===== src/pfs_pkg.sv =====
// Package of constants and carrier types for the fault shutdown block.
package pfs_pkg;

    localparam int STAGES = 4;
    localparam int RAILS = 2;
    localparam int CLK_MHZ = 40;

    // Stage order on all vectors: 0 = 1A, 1 = 1B, 2 = 2A, 3 = 3A.
    localparam int IDX_1A = 0;
    localparam int IDX_1B = 1;
    localparam int IDX_2A = 2;
    localparam int IDX_3A = 3;

    // Comparator numbering is 1 to 4; these map stages 1B and 3A to their comparator numbers.
    localparam int CMP_1B = 2;
    localparam int CMP_3A = 4;

    // Latency budgets in microseconds; the first-off switch limit in cycles.
    localparam int EXT_BASE_US = 15;
    localparam int CMP_BASE_US = 10;
    localparam int PER_PHASE_US = 3;
    localparam int FIRST_OFF_SWITCH_CYCLES = 4;

    // Cycle counts derived from the budgets; each is an exact product with CLK_MHZ, nothing rounds.
    localparam int EXT_BASE_CYC = EXT_BASE_US * CLK_MHZ;
    localparam int CMP_BASE_CYC = CMP_BASE_US * CLK_MHZ;
    localparam int PER_PHASE_CYC = PER_PHASE_US * CLK_MHZ;

    // Shutdown acts in this many cycles, well inside every budget.
    localparam int SHUT_DELAY_CYC = 2;

    typedef struct packed {
        logic [STAGES-1:0] pwm;
        logic [STAGES-1:0] rect;
    } pfs_gate_s;

endpackage : pfs_pkg


===== src/pfs_fault_shutdown.sv =====
// Hardware fault shutdown path for the pulse width and rectifier outputs.
module pfs_fault_shutdown #(
    parameter int STAGES = pfs_pkg::STAGES,
    parameter int RAILS = pfs_pkg::RAILS
) (
    input wire logic clk,
    input wire logic rst,
    input wire logic [STAGES-1:0] ext_fault_in,
    input wire logic [STAGES-1:0] comparator_trip,
    input wire logic [STAGES-1:0] stage_configured,
    input wire logic [STAGES-1:0] stage_rail,
    input wire logic [RAILS-1:0] rail_reenable,
    input wire pfs_pkg::pfs_gate_s gate_request,
    output pfs_pkg::pfs_gate_s gate_out,
    output logic [STAGES-1:0] pulse_width_out,
    output logic [STAGES-1:0] rectifier_enable_out,
    output logic [RAILS-1:0] rail_shutdown,
    output logic [2:0] configured_phase_count,
    output logic [31:0] ext_budget_cycles,
    output logic [31:0] cmp_budget_cycles
);

    logic [STAGES-1:0] cmp_stage;
    logic [STAGES-1:0] ext_hit;
    logic [RAILS-1:0] rail_hit;
    logic [STAGES-1:0] pwm_kill_d, pwm_kill_q;
    logic [RAILS-1:0] rail_kill_d, rail_kill_q;
    logic [STAGES-1:0] mask_pwm_d, mask_pwm_q;
    logic [STAGES-1:0] mask_rect_d, mask_rect_q;
    logic [2:0] phase_d, phase_q;
    logic [STAGES-1:0] stage_rail_kill;
    logic [STAGES-1:0] stage_reenable;
    pfs_pkg::pfs_gate_s gate_d, gate_q;

    // Each stage sees the kill and re-enable of the rail that it is wired to.
    for (genvar g = 0; g < STAGES; g++)
    begin : g_stage
        assign stage_rail_kill[g] = rail_kill_q[stage_rail[g]];
        assign stage_reenable[g] = rail_reenable[stage_rail[g]];
    end

    // Comparator numbers map onto stages; stage 2A on comparator 3, 1A on 1.
    always_comb
    begin
        cmp_stage = '0;
        cmp_stage[pfs_pkg::IDX_1A] = comparator_trip[0];
        cmp_stage[pfs_pkg::IDX_1B] = comparator_trip[pfs_pkg::CMP_1B - 1];
        cmp_stage[pfs_pkg::IDX_2A] = comparator_trip[2];
        cmp_stage[pfs_pkg::IDX_3A] = comparator_trip[pfs_pkg::CMP_3A - 1];
    end

    // Pure combinational detection, no dependence on any sampled sequence.
    always_comb
    begin
        ext_hit = ext_fault_in & stage_configured;
        rail_hit = '0;
        for (int i = 0; i < STAGES; i++)
        begin
            if (cmp_stage[i] && stage_configured[i])
            begin
                rail_hit[stage_rail[i]] = 1'b1;
            end
        end
    end

    always_comb
    begin
        phase_d = '0;
        for (int i = 0; i < STAGES; i++)
        begin
            phase_d = phase_d + 3'(stage_configured[i]);
        end
        pwm_kill_d = ext_hit | (cmp_stage & stage_configured);
        rail_kill_d = rail_hit;
        mask_pwm_d = mask_pwm_q;
        mask_rect_d = mask_rect_q;
        for (int i = 0; i < STAGES; i++)
        begin
            // Re-enable clears the latch, but a kill registered last cycle wins; for the rectifier only a rail kill does, plus an external fault this cycle.
            if (stage_reenable[i])
            begin
                mask_pwm_d[i] = 1'b0;
                mask_rect_d[i] = 1'b0;
            end
            if (pwm_kill_q[i] || stage_rail_kill[i])
            begin
                mask_pwm_d[i] = 1'b1;
            end
            // A rail-wide kill drops the rectifiers too; an external fault only its own.
            if (stage_rail_kill[i] || ext_hit[i])
            begin
                mask_rect_d[i] = 1'b1;
            end
        end
        gate_d.pwm = gate_request.pwm & ~mask_pwm_d;
        gate_d.rect = gate_request.rect & ~mask_rect_d;
    end

    always_ff @(posedge clk)
    begin
        if (rst)
        begin
            pwm_kill_q <= '0;
            rail_kill_q <= '0;
            mask_pwm_q <= '0;
            mask_rect_q <= '0;
            phase_q <= '0;
            gate_q <= '0;
        end
        else
        begin
            pwm_kill_q <= pwm_kill_d;
            rail_kill_q <= rail_kill_d;
            mask_pwm_q <= mask_pwm_d;
            mask_rect_q <= mask_rect_d;
            phase_q <= phase_d;
            gate_q <= gate_d;
        end
    end

    // A rail reports shutdown while any of its stages is held off.
    always_comb
    begin
        rail_shutdown = '0;
        for (int i = 0; i < STAGES; i++)
        begin
            if (mask_pwm_q[i])
            begin
                rail_shutdown[stage_rail[i]] = 1'b1;
            end
        end
    end

    assign gate_out = gate_q;
    assign pulse_width_out = gate_q.pwm;
    assign rectifier_enable_out = gate_q.rect;
    assign configured_phase_count = phase_q;
    assign ext_budget_cycles = 32'(pfs_pkg::EXT_BASE_CYC + pfs_pkg::PER_PHASE_CYC * int'(phase_q));
    assign cmp_budget_cycles = 32'(pfs_pkg::CMP_BASE_CYC + pfs_pkg::PER_PHASE_CYC * int'(phase_q));

    a_ext_fault_off: assert property (@(posedge clk) disable iff (rst)
        ext_fault_in[0] && stage_configured[0] |-> ##[1:3] !pulse_width_out[0])
        else $error("external fault did not disable pwm");
    a_ext_active_high: assert property (@(posedge clk) disable iff (rst)
        ext_fault_in[1] && stage_configured[1] |-> ##2 !pulse_width_out[1])
        else $error("high fault level did not disable stage");
    a_cmp_first_off: assert property (@(posedge clk) disable iff (rst)
        comparator_trip[0] && stage_configured[0] |-> ##[1:3] !pulse_width_out[0])
        else $error("comparator trip did not stop first output");
    a_cmp_rail_off: assert property (@(posedge clk) disable iff (rst)
        comparator_trip[2] && stage_configured[2] && stage_rail[2] == stage_rail[0] && !rail_reenable[stage_rail[0]]
        |-> ##2 !pulse_width_out[0] && !rectifier_enable_out[0])
        else $error("rail mate not disabled after comparator trip");
    a_cmp4_stage3a: assert property (@(posedge clk) disable iff (rst)
        comparator_trip[3] && stage_configured[3] |-> ##2 !pulse_width_out[3])
        else $error("comparator four not attributed to 3A");
    a_cmp2_stage1b: assert property (@(posedge clk) disable iff (rst)
        comparator_trip[1] && stage_configured[1] |-> ##2 !pulse_width_out[1])
        else $error("comparator two not attributed to 1B");
    a_phase_count: assert property (@(posedge clk) disable iff (rst)
        1'b1 |=> configured_phase_count == 3'($countones($past(stage_configured))))
        else $error("phase count mismatch");
    a_rect_low_off: assert property (@(posedge clk) disable iff (rst)
        ext_fault_in[2] && stage_configured[2] |-> ##2 !rectifier_enable_out[2])
        else $error("rectifier enable not driven low");
    a_latch_holds: assert property (@(posedge clk) disable iff (rst)
        mask_pwm_q[0] && !rail_reenable[stage_rail[0]] |=> mask_pwm_q[0])
        else $error("shutdown latch released without re-enable");

    // Stage 2A first-off, rail mates, rectifiers, rail flags, unconfigured stages, re-enable and power-up.
    a_cmp_first_2a: assert property (@(posedge clk) disable iff (rst)
        comparator_trip[2] && stage_configured[2] |-> ##[1:3] !pulse_width_out[2])
        else $error("comparator trip did not stop stage 2A output");
    a_rail1_mate_off: assert property (@(posedge clk) disable iff (rst)
        comparator_trip[3] && stage_configured[3] && stage_rail[1] == stage_rail[3]
        |-> ##2 !pulse_width_out[1] && !rectifier_enable_out[1])
        else $error("rail one mate not disabled after comparator trip");
    a_cmp_rail_flag: assert property (@(posedge clk) disable iff (rst)
        comparator_trip[0] && stage_configured[0] |-> ##2 rail_shutdown[stage_rail[0]])
        else $error("rail shutdown flag missing after comparator trip");
    a_ext_rail_flag: assert property (@(posedge clk) disable iff (rst)
        ext_fault_in[2] && stage_configured[2] |-> ##2 rail_shutdown[stage_rail[2]])
        else $error("rail shutdown flag missing after external fault");
    a_cmp3a_rect_off: assert property (@(posedge clk) disable iff (rst)
        comparator_trip[3] && stage_configured[3] |-> ##2 !rectifier_enable_out[3])
        else $error("comparator four did not drop rectifier of 3A");
    a_cmp1b_rect_off: assert property (@(posedge clk) disable iff (rst)
        comparator_trip[1] && stage_configured[1] |-> ##2 !rectifier_enable_out[1])
        else $error("comparator two did not drop rectifier of 1B");
    a_unconfig_ignored: assert property (@(posedge clk) disable iff (rst)
        ext_fault_in[0] && !stage_configured[0] |=> !pwm_kill_q[0])
        else $error("fault on unconfigured stage was acted on");
    a_rect_own_fast: assert property (@(posedge clk) disable iff (rst)
        ext_fault_in[3] && stage_configured[3] |-> ##1 !rectifier_enable_out[3])
        else $error("rectifier enable not dropped on own fault");
    a_reenable_clears: assert property (@(posedge clk) disable iff (rst)
        rail_reenable[stage_rail[0]] && !pwm_kill_q[0] && !rail_kill_q[stage_rail[0]] |=> !mask_pwm_q[0])
        else $error("re-enable did not release pulse output");
    a_rect_reenable: assert property (@(posedge clk) disable iff (rst)
        rail_reenable[stage_rail[2]] && !rail_kill_q[stage_rail[2]] && !ext_hit[2] |=> !mask_rect_q[2])
        else $error("re-enable did not release rectifier");
    a_rect_latch_holds: assert property (@(posedge clk) disable iff (rst)
        mask_rect_q[1] && !rail_reenable[stage_rail[1]] |=> mask_rect_q[1])
        else $error("rectifier latch released without re-enable");
    a_powerup_clears: assert property (@(posedge clk)
        rst |=> mask_pwm_q == '0 && mask_rect_q == '0)
        else $error("reset did not release shutdown latches");

    c_ext_fault: cover property (@(posedge clk) disable iff (rst) ext_hit[0] ##2 !pulse_width_out[0]);
    c_cmp_rail: cover property (@(posedge clk) disable iff (rst) |rail_hit ##2 |rail_shutdown);
    c_reenable: cover property (@(posedge clk) disable iff (rst) rail_shutdown[0] ##1 rail_reenable[0]);
    c_rect_fast: cover property (@(posedge clk) disable iff (rst) ext_hit[3] ##1 !rectifier_enable_out[3]);
    c_unconfig_fault: cover property (@(posedge clk) disable iff (rst) ext_fault_in[0] && !stage_configured[0]);

endmodule // pfs_fault_shutdown


===== config.mk =====
export PLATFORM = sky130hd
export DESIGN_NAME = pfs_fault_shutdown
export DESIGN_NICKNAME = d
export VERILOG_FILES = /design/src/pfs_pkg.sv /design/src/pfs_fault_shutdown.sv
export SDC_FILE = /design/constraint.sdc
export NUM_CORES = 1
export LEC_CHECK = 0
export BUFFER_PORTS_ARGS = -buffer_cell sky130_fd_sc_hd__buf_4
export CAP_MARGIN = 20
export CORE_UTILIZATION = 44
export DETAILED_ROUTE_END_ITERATION = 8
export PLACE_DENSITY = 0.81
export SYNTH_ARGS = -nofsm -noshare
export SYNTH_HDL_FRONTEND = slang
export SYNTH_SLANG_ARGS = --single-unit

===== constraint.sdc =====
create_clock -name clk -period 3.7 [get_ports clk]
set_clock_uncertainty 0.1 [all_clocks]
set_input_delay 0.185 -clock clk [delete_from_list [all_inputs] [get_ports clk]]
set_output_delay 0.185 -clock clk [all_outputs]
set_load 0.05 [all_outputs]

==> summary.txt <==
Synth
  • Synthesized area per cell: 8.99 um2
  • Cells after Synth: roughly 210
  • Synth warn: 0
  • Seq/Total Area, Yosys: 0.266
  • Top cells by area, synth: dfxtp_1 (27%), buf_4 (23%), ha_1 (7.3%)
  • Yosys reg bits: 25
  • Yosys cell types: 41
  • Post-synth EDFFs: 0
  • Yosys top cell area share: 0.266
  • Synth area leader: dfxtp_1
  • Ys flop type: dfxtp_1
  • Synth async-reset ratio: 0
  • Synthesized cell area: 0.00188 mm2

Global routing
  • Global-route wire length before repair: 4860 um
  • Largest net degree at the start of global routing: 23
  • Antenna violations before repair: 0
  • Gr ovfl total: 0
  • GRT Total Usage: 0.141
  • Vias in the first global route: roughly 1100

Power
  • Maximum VDD drop: between 0.2 and 0.25 mV
  • PwrDens: roughly 560 mW/mm2
  • Total Power: 1.22 mW
  • Leakage: between 1 and 1.5 nW

Detailed routing
  • DRC: 0
  • Total Wirelength: 3400 um
  • First-pass DRT Iterations: 4
  • Via count: ~1400
  • Avg WL per Cell: roughly 11 um
  • Initial drt markers: 29
  • Via density: 4.45
  • Antenna Violating Nets Remaining: 0

Clocking
  • Cts bufs inserted: 3
  • Worst-skew pair later-pin latency: roughly 0.26 ns
  • # Post-CTS Setup Buffers: 0
  • Clock transition at the registers of the reported paths: about 0.09 ns
  • Resize count post-CTS: 0
  • Root buffer cell: clkbuf_8
  • H-tree depth: 1
  • Hold Buf Count CTS: 0
  • Num Clock Sinks: 25
  • Clk buf depth: 2
  • TritonCTS clock tree: done

STA
  • Post-layout min period: between 3 and 4 ns
  • RSZ-0062 raised after global routing: no
  • Final setup fails: 0
  • Sum Neg Setup Slack: 0 ns
  • Fin. max-slew vios: 0
  • Fin crit share: 0.879
  • Maximum operating frequency: between 300 and 400 MHz
  • Final hold violations: 0
  • Hold_ws: about 0.038 ns

Placed design
  • Placed wire-length estimate: roughly 2800 um
  • GP Congestion: 0.904
  • IO buf count: between 60 and 70
  • Placed Area: 0.00214 mm2

Floorplanning
  • Core Box Area: ~0.0041 mm2
  • Initial core utilization: 0.463
  • Die height: between 60 and 70 um
  • Site row count: 23
  • IO Pins: 113
  • Die Area: 0.00453 mm2
  • Die W: approximately 67 um

Critical path
  • Worst Setup Path Type: reg2out
  • Cells on worst reg2reg path: 3
  • Crit path required time: approximately 3.4 ns
  • Critical path arrival: approximately 3 ns
  • Reg2Reg Setup Slack: 2.44 ns
  • Worst Setup End Kind: primary output
  • Max FO, Critical Path: 7
  • Worst R2R Start: rail_kill_q[0]
  • CP Launch Type: flip-flop
  • R2R Path End: pulse_width_out[3]

Min path
  • Hold Path Class: in2reg
  • HP Start: gate_request[4]
  • Hold Path Depth: 2
  • Hold Crit Endpoint: pulse_width_out[0]

Cells and area
  • Final nets: about 310
  • Proportion of layout cells with a drive suffix above 1: 0.302
  • Commonest cells after routing, fill and taps aside: buf_4 (64), conb_1 (48), dfxtp_1 (25), inv_1 (13), a21oi_1 (13)
  • Area grow syn2layout: 16.6%
  • Commonest non-fill, non-tap cell in the layout: buf_4
  • # diodes: 0
  • Final instance area: ~0.0022 mm2

Outcome
  • Outcome: finished clean

Job
  • Max-cap violation count: 0
power by group:
part	leakage (nW)	internal [mW]	switching (mW)
clock network	0.0255	0.0751	0.0809
registers	0.207	0.290	0.0176
logic	0.915	0.212	0.544
total	1.15	0.577	0.643
stage by stage:
step | util | std cells | setup WS (ns)
floorplan | - | 256 | 0.0676
global placement | 0.528 | 308 | 0.843
detailed placement | 0.528 | 308 | 0.712
CTS | 0.540 | 312 | 0.418
global route | 0.540 | 312 | 0.227
finish | 0.540 | 312 | 0.447
layer usage:
layer	track usage	vias to the layer above	routed length, um	part of all wire
met5	0	-	0	0
met4	0.0559	0	45	0.013
met3	0.0169	6	198	0.058
met2	0.248	63	1760	0.52
met1	0.174	625	1400	0.41
li1	-	695	-	-
kinds of logic after synthesis:
family                     after synthesis  synth area share
and+or+nand+nor                         43             0.131
DFF                                     25             0.266
buffers and inverters                   75             0.268
adders and majority gates               15             0.116
AOI/OAI and AO/OA                       31             0.115
other                                    1           0.00200
muxes                                    8            0.0433
xor gates and xnor gates                11            0.0593
critical path, stage by stage (launching register included):
cell     delay (ns)
dfxtp_1        0.48
fa_1           0.53
ha_1           0.27
fa_1           0.65
nand3_1        0.16
nor2b_1        0.16
o21ai_0        0.11
xnor2_1        0.15
buf_4          0.22
worst max-delay path by stage:
stage	from	endpoint	slack, ns	depth (start not counted)
2_1_floorplan	configured_phase_count[1]	cmp_budget_cycles[9]	0.07	8
3_3_place_gp	configured_phase_count[0]	cmp_budget_cycles[9]	0.84	8
3_5_place_dp	configured_phase_count[0]	cmp_budget_cycles[9]	0.71	8
4_1_cts	configured_phase_count[0]	cmp_budget_cycles[9]	0.42	8
5_1_grt	configured_phase_count[0]	cmp_budget_cycles[9]	0.23	8
6_report	configured_phase_count[0]	cmp_budget_cycles[9]	0.45	8
state kept, by name, indices dropped and copies added, names as in the netlist:
signal                  count
configured_phase_count      3
mask_pwm_q                  4
mask_rect_q                 4
pulse_width_out             4
pwm_kill_q                  4
rail_kill_q                 2
rectifier_enable_out        4
area by class of cell:
class                      instances  area (um2)
tap                               50        62.6
multi-input combinational        156        1050
clock inverter                     1        5.00
clock buffer                       3        41.3
timing repair buffer              64         480
sequential                        25         500
fill                             390        1870
inverter                          13        48.8
Yosys cell counts (all sizes together) (2+ instances only):
library cell	count
buf	58
dfxtp	25
a21oi	13
inv	13
ha	11
nor2	9
nor2b	8
and3	7
mux2i	7
a22oi	6
xor2	6
nand3	5
xnor2	5
clkbuf	4
fa	4
nand2	4
nor3	4
o21ai	3
a211oi	2
and3b	2
nor3b	2
No activity file was read; power rests on OpenSTA's default activity.
